==> src/cmf_pkg.sv <==
// Package for the CAN mailbox and filter register block: map, fields, types
package cmf_pkg;

	// ****************************************************************
	// Sizes
	// ****************************************************************
	localparam int N_TX   = 2;
	localparam int N_FILT = 6;
	localparam int N_DATA = 8;

	// ****************************************************************
	// APB byte map, one 32-bit word per 8-bit register
	// ****************************************************************
	localparam logic [7:0] MB_STRIDE = 8'h40;
	localparam logic [7:0] RX_BASE   = 8'h80;
	localparam logic [7:0] FCFG_BASE = 8'hc0;
	localparam logic [7:0] TSR_ADDR  = 8'hd0;
	localparam logic [7:0] TPR_ADDR  = 8'hd4;
	localparam logic [7:0] IER_ADDR  = 8'hd8;
	// Word index within a mailbox window
	localparam logic [3:0] IDX_CTRL  = 4'h0;
	localparam logic [3:0] IDX_DLC   = 4'h1;
	localparam logic [3:0] IDX_ID0   = 4'h2;
	localparam logic [3:0] IDX_DATA0 = 4'h6;
	localparam logic [3:0] IDX_LAST  = 4'hd;

	// ****************************************************************
	// Field positions and reset values
	// ****************************************************************
	localparam int CS_TX_ERROR_FLAG = 5;
	localparam int CS_ARBITRATION_LOST_FLAG = 4;
	localparam int CS_TX_SUCCESS_FLAG = 3;
	localparam int CS_REQUEST_COMPLETED = 2;
	localparam int CS_ABORT_REQUEST = 1;
	localparam int CS_TRANSMIT_REQUEST = 0;
	localparam int ID0_RSVD = 7;
	localparam int TSR_TXOK0 = 4;
	localparam int FC_ODD_SHIFT = 4;
	localparam int FC_SCALE_LSB = 1;
	localparam logic [7:0] FCFG_MASK = 8'h77;
	localparam logic [7:0] FCFG_ACT_MASK = 8'h11;
	localparam logic [7:0] RST_CTRL = 8'h00;
	localparam logic [7:0] RST_FMI  = 8'h00;
	localparam logic [7:0] RST_FCFG = 8'h00;

	// ****************************************************************
	// Types
	// ****************************************************************
	typedef enum logic [1:0] {CMF_RES_OK, CMF_RES_ARB, CMF_RES_ERR} cmf_result_e;

	typedef struct packed {
		logic [3:0][7:0]        ident;
		logic [3:0]             dlc;
		logic [N_DATA-1:0][7:0] data;
	} cmf_frame_s;

endpackage : cmf_pkg

==> src/cmf_regs.sv <==
// CAN mailbox and acceptance filter configuration registers behind an APB slave
//
// Function
// - Error bit reflects bus error of last attempt
// - Arbitration-lost bit reflects last attempt outcome
// - Success bit per attempt, mirrored in status
// - Completed set on finish, cleared by request/write-one
// - Clearing completed clears result and mirror bits
// - Abort request only while pending, self-clears
// - Transmit request cleared when mailbox empties
// - Receive mailbox shows match index at control slot
// - Match index stored per received frame, resets zero
// - Ident byte 0: type, frame, id high
// - Ident byte 1: standard low, extended high
// - Ident bytes 2 and 3: extended bits
// - Length code bits 3:0, locked unless empty
// - Payload bytes locked unless mailbox empty
// - Active bit enables filter, locks its values
// - One config byte serves two filters
// - Transmit mailbox writable only empty; receive never
// - Interrupt on completed when enable set
`timescale 1ns/10ps

module cmf_regs
	import cmf_pkg::*;
(
	// Clock and reset
	input  wire logic                     pclk,
	input  wire logic                     presetn,
	// APB slave
	input  wire logic [7:0]               paddr,
	input  wire logic                     psel,
	input  wire logic                     penable,
	input  wire logic                     pwrite,
	input  wire logic [31:0]              pwdata,
	output logic      [31:0]              prdata,
	output logic                          pready,
	output logic                          pslverr,
	// Protocol engine, transmit side
	output cmf_frame_s [N_TX-1:0]         tx_frame,
	output logic       [N_TX-1:0]         tx_pending,
	output logic       [N_TX-1:0]         tx_abort,
	input  wire logic  [N_TX-1:0]         eng_busy,
	input  wire logic  [N_TX-1:0]         eng_done,
	input  wire cmf_result_e              eng_result,
	// Protocol engine, receive side
	input  wire logic                     rx_store,
	input  wire cmf_frame_s               rx_frame,
	input  wire logic [7:0]               rx_match_index,
	// Filter configuration
	input  wire logic                     init_mode,
	output logic      [N_FILT-1:0][1:0]   filter_scale,
	output logic      [N_FILT-1:0]        filter_active,
	output logic      [N_FILT-1:0]        filter_value_lock,
	// Interrupt
	output logic                          irq_tx_empty
);

	// ****************************************************************
	// APB decode
	// ****************************************************************
	logic       setup_ph;
	logic       wr_acc;
	logic [1:0] win;
	logic [3:0] idx;
	logic       addr_ok;
	logic [7:0] rd_data;
	logic [31:0] prdata_reg;

	assign setup_ph = psel && !penable;
	// Unmapped or misaligned writes must not alias onto a real register
	assign wr_acc   = psel && penable && pwrite && addr_ok;
	assign win      = paddr[7:6];
	assign idx      = paddr[5:2];

	always_comb begin
		addr_ok = 1'b0;
		if (paddr[1:0] == 2'b00) begin
			if (win != 2'b11)
				addr_ok = (idx <= IDX_LAST);
			else
				addr_ok = (paddr >= FCFG_BASE && paddr <= FCFG_BASE + 8'h08) ||
					(paddr == TSR_ADDR) || (paddr == TPR_ADDR) || (paddr == IER_ADDR);
		end
	end

	// Zero wait states: read data is captured in setup so it is a flop in access
	assign pready  = 1'b1;
	assign pslverr = psel && penable && !addr_ok;
	assign prdata  = prdata_reg;

	// ****************************************************************
	// Transmit mailbox control and status
	// ****************************************************************
	logic [N_TX-1:0] transmit_request_reg;
	logic [N_TX-1:0] abort_request_reg;
	logic [N_TX-1:0] request_completed_reg;
	logic [N_TX-1:0] tx_success_flag_reg;
	logic [N_TX-1:0] arbitration_lost_flag_reg;
	logic [N_TX-1:0] tx_error_flag_reg;
	logic [N_TX-1:0] ctrl_wr;
	logic [N_TX-1:0] content_wr;
	logic [N_TX-1:0] new_req;
	logic [N_TX-1:0] clr_req;
	logic [N_TX-1:0] abort_set;
	logic [N_TX-1:0] attempt;
	logic [N_TX-1:0] abort_done;

	always_comb begin
		for (int i = 0; i < N_TX; i++) begin
			ctrl_wr[i]    = wr_acc && win == 2'(i) && idx == IDX_CTRL;
			// Content is frozen while the mailbox is pending
			content_wr[i] = wr_acc && win == 2'(i) && idx != IDX_CTRL && !transmit_request_reg[i];
			new_req[i]    = ctrl_wr[i] && pwdata[CS_TRANSMIT_REQUEST] && !transmit_request_reg[i];
			clr_req[i]    = ctrl_wr[i] && pwdata[CS_REQUEST_COMPLETED];
			abort_set[i]  = ctrl_wr[i] && pwdata[CS_ABORT_REQUEST] && transmit_request_reg[i];
			attempt[i]    = eng_done[i] && transmit_request_reg[i];
			// A frame already on the bus is allowed to finish first
			abort_done[i] = abort_request_reg[i] && transmit_request_reg[i] && !eng_busy[i] && !eng_done[i];
		end
	end

	always_ff @(posedge pclk or negedge presetn) begin
		if (!presetn) begin
			transmit_request_reg <= '0;
			abort_request_reg <= '0;
			request_completed_reg <= '0;
			tx_success_flag_reg <= '0;
			arbitration_lost_flag_reg <= '0;
			tx_error_flag_reg <= '0;
		end else begin
			for (int i = 0; i < N_TX; i++) begin
				if (attempt[i]) begin
					// Hardware update wins over a software clear in the same cycle
					tx_error_flag_reg[i] <= (eng_result == CMF_RES_ERR);
					arbitration_lost_flag_reg[i] <= (eng_result == CMF_RES_ARB);
					tx_success_flag_reg[i] <= (eng_result == CMF_RES_OK);
					if (eng_result == CMF_RES_OK) begin
						transmit_request_reg[i] <= 1'b0;
						abort_request_reg[i] <= 1'b0;
						request_completed_reg[i] <= 1'b1;
					end else if (abort_set[i]) begin
						// Still pending after a failed try, so the abort must not be lost
						abort_request_reg[i] <= 1'b1;
					end
				end else if (abort_done[i]) begin
					transmit_request_reg[i] <= 1'b0;
					abort_request_reg[i] <= 1'b0;
					request_completed_reg[i] <= 1'b1;
					tx_success_flag_reg[i] <= 1'b0;
				end else begin
					if (new_req[i] || clr_req[i]) begin
						request_completed_reg[i] <= 1'b0;
						tx_success_flag_reg[i] <= 1'b0;
						arbitration_lost_flag_reg[i] <= 1'b0;
						tx_error_flag_reg[i] <= 1'b0;
					end
					if (new_req[i])
						transmit_request_reg[i] <= 1'b1;
					if (abort_set[i])
						abort_request_reg[i] <= 1'b1;
				end
			end
		end
	end

	// ****************************************************************
	// Transmit mailbox content
	// ****************************************************************
	cmf_frame_s [N_TX-1:0] tx_frame_reg;

	// Content has no reset value; only the reserved bit is forced
	always_ff @(posedge pclk) begin
		for (int i = 0; i < N_TX; i++) begin
			if (content_wr[i]) begin
				if (idx == IDX_DLC)
					tx_frame_reg[i].dlc <= pwdata[3:0];
				else if (idx >= IDX_ID0 && idx < IDX_DATA0) begin
					tx_frame_reg[i].ident[2'(idx - IDX_ID0)] <= pwdata[7:0];
					if (idx == IDX_ID0)
						tx_frame_reg[i].ident[0][ID0_RSVD] <= 1'b0;
				end else if (idx >= IDX_DATA0)
					tx_frame_reg[i].data[3'(idx - IDX_DATA0)] <= pwdata[7:0];
			end
		end
	end

	assign tx_frame   = tx_frame_reg;
	assign tx_pending = transmit_request_reg;
	assign tx_abort   = abort_request_reg;

	// ****************************************************************
	// Receive mailbox
	// ****************************************************************
	cmf_frame_s rx_frame_reg;
	logic [7:0] fmi_reg;

	always_ff @(posedge pclk or negedge presetn) begin
		if (!presetn)
			fmi_reg <= RST_FMI;
		else if (rx_store)
			fmi_reg <= rx_match_index;
	end

	// Software never writes here
	always_ff @(posedge pclk) begin
		if (rx_store) begin
			rx_frame_reg <= rx_frame;
			rx_frame_reg.ident[0][ID0_RSVD] <= 1'b0;
		end
	end

	// ****************************************************************
	// Filter configuration and interrupt enable
	// ****************************************************************
	logic [2:0][7:0] fcfg_reg;
	logic            mailbox_empty_irq_enable_reg;
	logic [1:0]      fc_sel;
	logic [7:0]      fc_keep;

	assign fc_sel = paddr[3:2];
	// Scale fields only move in initialization mode; active bits always
	assign fc_keep = init_mode ? FCFG_MASK : FCFG_ACT_MASK;

	always_ff @(posedge pclk or negedge presetn) begin
		if (!presetn)
			fcfg_reg <= {3{RST_FCFG}};
		else if (wr_acc && paddr[7:4] == FCFG_BASE[7:4] && fc_sel != 2'b11) begin
			fcfg_reg[fc_sel] <= (pwdata[7:0] & fc_keep) |
				(fcfg_reg[fc_sel] & ~fc_keep & FCFG_MASK);
		end
	end

	always_ff @(posedge pclk or negedge presetn) begin
		if (!presetn)
			mailbox_empty_irq_enable_reg <= 1'b0;
		else if (wr_acc && paddr == IER_ADDR)
			mailbox_empty_irq_enable_reg <= pwdata[0];
	end

	always_comb begin
		for (int f = 0; f < N_FILT; f++) begin
			filter_active[f] = fcfg_reg[f/2][(f%2)*FC_ODD_SHIFT];
			filter_scale[f]  = fcfg_reg[f/2][(f%2)*FC_ODD_SHIFT+FC_SCALE_LSB +: 2];
		end
	end

	// Value registers live with the engine; they must refuse writes while active
	assign filter_value_lock = filter_active;
	assign irq_tx_empty      = mailbox_empty_irq_enable_reg && |request_completed_reg;

	// ****************************************************************
	// Read mux
	// ****************************************************************
	logic [7:0] tsr_val;

	always_comb begin
		tsr_val = '0;
		for (int i = 0; i < N_TX; i++) begin
			tsr_val[i]           = request_completed_reg[i];
			tsr_val[TSR_TXOK0+i] = tx_success_flag_reg[i];
		end
	end

	always_comb begin
		cmf_frame_s fr;
		fr      = (win == 2'b10) ? rx_frame_reg : tx_frame_reg[win[0]];
		rd_data = '0;
		if (win != 2'b11) begin
			if (idx == IDX_CTRL) begin
				if (win == 2'b10)
					rd_data = fmi_reg;
				else
					rd_data = {2'b00, tx_error_flag_reg[win[0]], arbitration_lost_flag_reg[win[0]], tx_success_flag_reg[win[0]],
						request_completed_reg[win[0]], abort_request_reg[win[0]], transmit_request_reg[win[0]]};
			end else if (idx == IDX_DLC)
				rd_data = {4'h0, fr.dlc};
			else if (idx < IDX_DATA0)
				rd_data = fr.ident[2'(idx - IDX_ID0)];
			else if (idx <= IDX_LAST)
				rd_data = fr.data[3'(idx - IDX_DATA0)];
		end else if (paddr[7:4] == FCFG_BASE[7:4] && fc_sel != 2'b11)
			rd_data = fcfg_reg[fc_sel];
		else if (paddr == TSR_ADDR)
			rd_data = tsr_val;
		else if (paddr == TPR_ADDR)
			rd_data = {6'h00, ~transmit_request_reg};
		else if (paddr == IER_ADDR)
			rd_data = {7'h00, mailbox_empty_irq_enable_reg};
	end

	always_ff @(posedge pclk or negedge presetn) begin
		if (!presetn)
			prdata_reg <= '0;
		else if (setup_ph && !pwrite)
			prdata_reg <= {24'h000000, rd_data};
	end

	// ****************************************************************
	// Assertions (mailbox 0 and receive match index, abort wait and abort done on mailbox 1)
	// ****************************************************************
	property p_tx_error_flag;
		@(posedge pclk) disable iff (!presetn)
		attempt[0] && eng_result == CMF_RES_ERR |=> tx_error_flag_reg[0] && !tx_success_flag_reg[0] && transmit_request_reg[0];
	endproperty
	a_tx_error_flag: assert property (p_tx_error_flag) else $error("error bit not set");

	property p_arbitration_lost_flag;
		@(posedge pclk) disable iff (!presetn)
		attempt[0] && eng_result == CMF_RES_ARB |=> arbitration_lost_flag_reg[0] && !tx_error_flag_reg[0];
	endproperty
	a_arbitration_lost_flag: assert property (p_arbitration_lost_flag) else $error("arbitration bit not set");

	property p_tx_success_flag;
		@(posedge pclk) disable iff (!presetn)
		attempt[0] && eng_result == CMF_RES_OK |=> tx_success_flag_reg[0] && tsr_val[TSR_TXOK0]
			&& !arbitration_lost_flag_reg[0] && !tx_error_flag_reg[0];
	endproperty
	a_tx_success_flag: assert property (p_tx_success_flag) else $error("success bit wrong");

	property p_newreq;
		@(posedge pclk) disable iff (!presetn)
		new_req[0] && !attempt[0] && !abort_done[0] |=> transmit_request_reg[0] && !request_completed_reg[0] && !tsr_val[0];
	endproperty
	a_newreq: assert property (p_newreq) else $error("request did not clear completed");

	property p_clear;
		@(posedge pclk) disable iff (!presetn)
		clr_req[0] && !attempt[0] && !abort_done[0] |=> !request_completed_reg[0] && !tx_success_flag_reg[0]
			&& !arbitration_lost_flag_reg[0] && !tx_error_flag_reg[0];
	endproperty
	a_clear: assert property (p_clear) else $error("clear left status bits");

	property p_abort_request_idle;
		@(posedge pclk) disable iff (!presetn)
		!transmit_request_reg[0] |-> ##1 !abort_request_reg[0];
	endproperty
	a_abort_request_idle: assert property (p_abort_request_idle) else $error("abort set while idle");

	property p_abort_wait;
		@(posedge pclk) disable iff (!presetn)
		abort_request_reg[1] && transmit_request_reg[1] && eng_busy[1] && !eng_done[1] |=> transmit_request_reg[1];
	endproperty
	a_abort_wait: assert property (p_abort_wait) else $error("abort cut a live frame");

	property p_abort_done;
		@(posedge pclk) disable iff (!presetn)
		abort_done[1] |=> !transmit_request_reg[1] && !abort_request_reg[1] && request_completed_reg[1] && !tx_success_flag_reg[1];
	endproperty
	a_abort_done: assert property (p_abort_done) else $error("abort did not empty mailbox");

	property p_fmi;
		@(posedge pclk) disable iff (!presetn)
		rx_store |=> fmi_reg == $past(rx_match_index);
	endproperty
	a_fmi: assert property (p_fmi) else $error("match index not stored");

	property p_lock;
		@(posedge pclk) disable iff (!presetn)
		wr_acc && win == 2'b00 && idx != IDX_CTRL && transmit_request_reg[0] |=> $stable(tx_frame_reg[0]);
	endproperty
	a_lock: assert property (p_lock) else $error("pending mailbox written");

	property p_irq;
		@(posedge pclk) disable iff (!presetn)
		$rose(request_completed_reg[0]) && mailbox_empty_irq_enable_reg |-> irq_tx_empty;
	endproperty
	a_irq: assert property (p_irq) else $error("no interrupt on completion");

	c_success: cover property (@(posedge pclk) disable iff (!presetn)
		new_req[0] ##[1:50] attempt[0] && eng_result == CMF_RES_OK);
	c_abort: cover property (@(posedge pclk) disable iff (!presetn)
		abort_set[1] ##[1:50] abort_done[1]);
	c_rx: cover property (@(posedge pclk) disable iff (!presetn)
		rx_store ##[1:20] (setup_ph && paddr == RX_BASE));

endmodule : cmf_regs

==> config.mk <==
export PLATFORM = sky130hd
export DESIGN_NAME = cmf_regs
export DESIGN_NICKNAME = d
export VERILOG_FILES = /design/src/cmf_pkg.sv /design/src/cmf_regs.sv
export SDC_FILE = /design/constraint.sdc
export NUM_CORES = 1
export LEC_CHECK = 0
export ABC_AREA = 1
export ABC_CLOCK_PERIOD_IN_PS = 3800
export BUFFER_PORTS_ARGS = -buffer_cell sky130_fd_sc_hd__buf_2
export CAP_MARGIN = 20
export CORE_ASPECT_RATIO = 0.7
export CORE_MARGIN = 5
export CORE_UTILIZATION = 35
export DETAILED_ROUTE_END_ITERATION = 10
export SYNTH_ARGS = -nofsm -noshare
export SYNTH_HDL_FRONTEND = slang
export SYNTH_SLANG_ARGS = --single-unit
==> constraint.sdc <==
create_clock -name pclk -period 3.8 [get_ports pclk]
set_input_delay 0 -clock pclk [delete_from_list [all_inputs] [get_ports pclk]]
set_output_delay 0 -clock pclk [all_outputs]
set_load 0.01 [all_outputs]
==> results.md <==
Global route:
- The total global-route track usage is 0.238.
- The via count of the first global-routing pass is 12300.
- Entering global routing, the biggest net connects 76 pins.
- The first global-routing pass estimated a little over 80000 um of wire.
- The overall overflow remaining after global route is 0.
- The initial antenna violation count is 4.

Placement:
- The congestion estimate from routability-driven global placement came to between 0.8 and 0.9.
- The wire-length estimate of the detail-placed layout is 39800 um.
- The post-placement cell area is 17400 um^2.
- Including well taps, the total number of placed cells is ~2200.
- The count of input and output buffers is around 370.

STA:
- Setup violations remaining at the end of the flow were counted as 0.
- Measured against its own limit, the worst slew margin works out to 0.367.
- The max-slew violation total from the final report is 0.
- Setup repair after global routing left no endpoint under its margin.
- The setup skew after layout is 20.3 ps.
- After routing, the total negative slack on setup checks comes to 0 ps.
- The slew at the pin closest to its max-slew limit is 949 ps.
- Of the available clock period, the critical path in the final layout requires 0.721.
- The final-report hold violation count is 0.
- The highest achievable clock rate is 365 MHz.
- The worst path needs 2740 ps of the cycle, external delays included.

Setup path:
- The type of element capturing the critical path is a flip-flop.
- Of all nets on the critical path, the largest fanout is 8.
- The critical path startpoint category is an input pin.
- Counting both buffers and inverters, the worst setup path holds a total of 3.
- The critical path in this run is classified as input pin to flip-flop.
- The family with the most delay on the worst path is simple AND/OR/NAND/NOR gates.
- Traced cell by cell, the critical path runs through dlygate4sd3_1 -> buf_2 -> nor2_1 -> a21boi_1 -> nand3_4 -> nor2_4 -> nand4_2 -> nor3_2 -> buf_4.
- For this design, the slowest cell found on the critical path is sky130_fd_sc_hd__nor3_2.
- The data required time of the critical path is between 4000 and 5000 ps.
- For this run, the slowest stage of the critical path takes 700 ps.
- For the worst setup path, the data arrival time is 2970 ps.

Clock network:
- Clock tree synthesis inserted a total of 37 buffers.
- The total number of clock tree sinks is ~350.
- The clock-pin slew of the registers on the worst-case setup and hold paths is 70 ps.
- The largest buffer count on any clock path is 3.
- The buffer cell driving the clock tree root is sky130_fd_sc_hd__clkbuf_16.
- The later pin in the worst-skew pair is clocked with a latency of between 500 and 600 ps.
- The post-CTS setup-driven buffer insertion count is 0.
- The depth of the CTS H-tree is 2.
- TritonCTS built the clock tree.

Die:
- The horizontal die dimension is 256 um.
- Row generation in the floorplan step produced 63 rows.
- The die height is roughly 180 um.
- The die covers approximately 47000 um^2.
- For this design the top-level I/O count stands at 424.
- The starting utilization of the core area is 0.352.
- The placeable core region is 42100 um^2.

Logic synthesis:
- The synthesis warning total is 0.
- Among all flip-flop cells after synthesis, the most frequent one is sky130_fd_sc_hd__edfxtp_1.
- The synthesized area divided by synthesized cell count is 11.1 um^2.
- In this run, synthesis inferred about 300 flip-flops with an integrated enable.
- The biggest area contributor in the post-synthesis netlist is sky130_fd_sc_hd__edfxtp_1.
- The number of unique standard cell types used by synthesis is 48.
- After synthesis the netlist holds a flip-flop and latch count of 346.
- The share of async-settable or async-resettable flops after synthesis is 0.136.
- The instance count of the mapped netlist is 1332.
- Sorting the synthesized cells by area gives the leading types as sky130_fd_sc_hd__edfxtp_1 (61%), sky130_fd_sc_hd__nand2_1 (11%), sky130_fd_sc_hd__dfrtp_1 (7.9%).
- The share of the Yosys chip area taken by registers is 0.685.
- Of the post-synthesis cell area, the dominant cell type holds 0.605.
- The cell area after technology mapping is 14800 um^2.

Layout:
- The area added between synthesis and finish is 34.4%.
- At the end of the flow, the number of nets in the layout was 2015.
- The post-route cell area is 19900 um^2.
- Summing all multi-input logic gate instances after layout gives 4040 um^2.
- In the final layout, the share of cells above drive strength 1 is 0.284.
- The final standard cell count with taps included and fillers excluded is ~2400.
- The number of flip-flops under the largest register name is 200.
- Leaving out fill and tap cells, the most frequent cells in the layout are sky130_fd_sc_hd__nand2_1 (416), sky130_fd_sc_hd__buf_2 (371), sky130_fd_sc_hd__edfxtp_1 (299), sky130_fd_sc_hd__dlygate4sd3_1 (125), sky130_fd_sc_hd__nand3_1 (119).
- The filler cells instantiated in the layout total 3913.
- The utilization of the core after routing is 0.474.
- Across the whole layout, storage elements account for 10200 um^2.
- The commonest non-fill, non-tap cell in the layout is sky130_fd_sc_hd__nand2_1.

Outcome:
- The run finished with clean final reports.

Detailed routing:
- After detailed routing, the number of vias per cell comes to 5.10.
- The number of DRC violations after detailed-routing iteration 0 is approximately 1100.
- Across all layers, the routed design uses 12400 vias.
- The post-route DRC violation count is 0.
- The detail route stage leaves a number of antenna-violating nets equal to 0.
- Dividing the detail-routed wire length by the instance count gives 23.6 um.
- For this block, the routed nets add up to 57300 um of wire.
- The total iterations of the first detailed-routing run is 5.

Worst hold path:
- The type of the tightest min-delay check is input pin to flip-flop.

Flow run:
- The tool flagged a number of max-cap violations equal to 0.

Power and ir drop:
- The power density normalized to cell area is 462 nW/um^2.
- For this design the static power due to leakage is 8.49 nW.
- Across the VDD grid, the largest voltage drop is 0.242 mV.
==> metal layers <==
layer  track usage  vias to the layer above  wire length (um)
li1              -                     5580                 -
met1         0.340                     6147             25000
met2         0.376                      600             26000
met3        0.0487                       79              4760
met4        0.0636                        0              1560
met5             0                        -                 0
==> kinds of logic after synthesis <==
logic type / Yosys count / share of synthesized area
and+or+nand+nor: 684 / 0.204
DFF: 346 / 0.685
buffers and inverters: 159 / 0.0523
AOI/OAI and AO/OA: 131 / 0.0511
muxes: 6 / 0.00439
adders and majority gates: 4 / 0.00338
other: 2 / 0.000506
==> final cells by class <==
| cell class | instances | area share |
|---|---|---|
| Multi-Input combinational cell | 850 | 0.202 |
| Antenna cell | 3 | 0.000377 |
| Timing Repair Buffer | 538 | 0.174 |
| Inverter | 77 | 0.0145 |
| Clock buffer | 47 | 0.0507 |
| Tap cell | 552 | 0.0346 |
| Clock inverter | 21 | 0.0144 |
| Sequential cell | 346 | 0.509 |
==> path summary, 6_finish.rpt <==
kind	start	end	depth (start not counted)	slack, ps
hold / removal	pwdata[4]	filter_active[5]	3	40
max in group asynchronous	presetn	prdata[7]	4	2770
min in group asynchronous	presetn	filter_scale[6]	3	490
hold reg to reg	prdata[0]	prdata[0]	2	500
setup / recovery	paddr[0]	tx_frame[125]	9	1060
setup reg to reg	tx_pending[1]	tx_frame[125]	4	1460
==> power by group <==
part / switching [mW] / internal, mW
sequential: 0.103 / 4.30
clock: 1.50 / 2.37
combinational: 0.579 / 0.353
total: 2.19 / 7.02
==> worst reg2reg max path: cells and delay by family, from the launching register on <==
kind	cells	cell delay (ps)
simple gates	2	1040
flops	1	450
buf+inv	2	560
==> stage by stage <==
step / power, mW / hold slack [ps] / setup WS (ps)
floorplan: 4.88 / -296 / 1640
global placement: 5.28 / 177 / 965
detailed placement: 5.28 / 178 / 890
CTS: 9.28 / 20.4 / 1150
global route: 9.53 / 25.4 / 1000
finish: 9.21 / 44.9 / 1060
==> what timing repair did <==
item / in CTS / in global routing
resized for setup: 0 / 0
hold buffers: 124 / 1
endpoints found under the hold margin: 201 / 16
==> synthesized netlist by cell type, types with 3 or more instances <==
cell	number
sky130_fd_sc_hd__nor2_4	4
sky130_fd_sc_hd__buf_4	40
sky130_fd_sc_hd__o21ai_0	46
sky130_fd_sc_hd__buf_1	3
sky130_fd_sc_hd__or2_2	10
sky130_fd_sc_hd__a22oi_1	3
sky130_fd_sc_hd__inv_1	66
sky130_fd_sc_hd__inv_2	10
sky130_fd_sc_hd__nor2_1	80
sky130_fd_sc_hd__nor2_2	5
sky130_fd_sc_hd__o22ai_1	16
sky130_fd_sc_hd__buf_2	23
sky130_fd_sc_hd__nand2_4	3
sky130_fd_sc_hd__edfxtp_1	299
sky130_fd_sc_hd__clkbuf_1	16
sky130_fd_sc_hd__a21oi_1	38
sky130_fd_sc_hd__ha_1	4
sky130_fd_sc_hd__a31oi_1	5
sky130_fd_sc_hd__o31ai_1	6
sky130_fd_sc_hd__nand4_1	16
sky130_fd_sc_hd__nand2_1	416
sky130_fd_sc_hd__dfrtp_1	47
sky130_fd_sc_hd__nand3_1	119
sky130_fd_sc_hd__nor3_2	7
sky130_fd_sc_hd__mux2_2	4
sky130_fd_sc_hd__a221oi_1	3
sky130_fd_sc_hd__nor2_8	3
sky130_fd_sc_hd__nor3_1	11
sky130_fd_sc_hd__nand2_2	3
No activity file was read; power rests on OpenSTA's default activity.
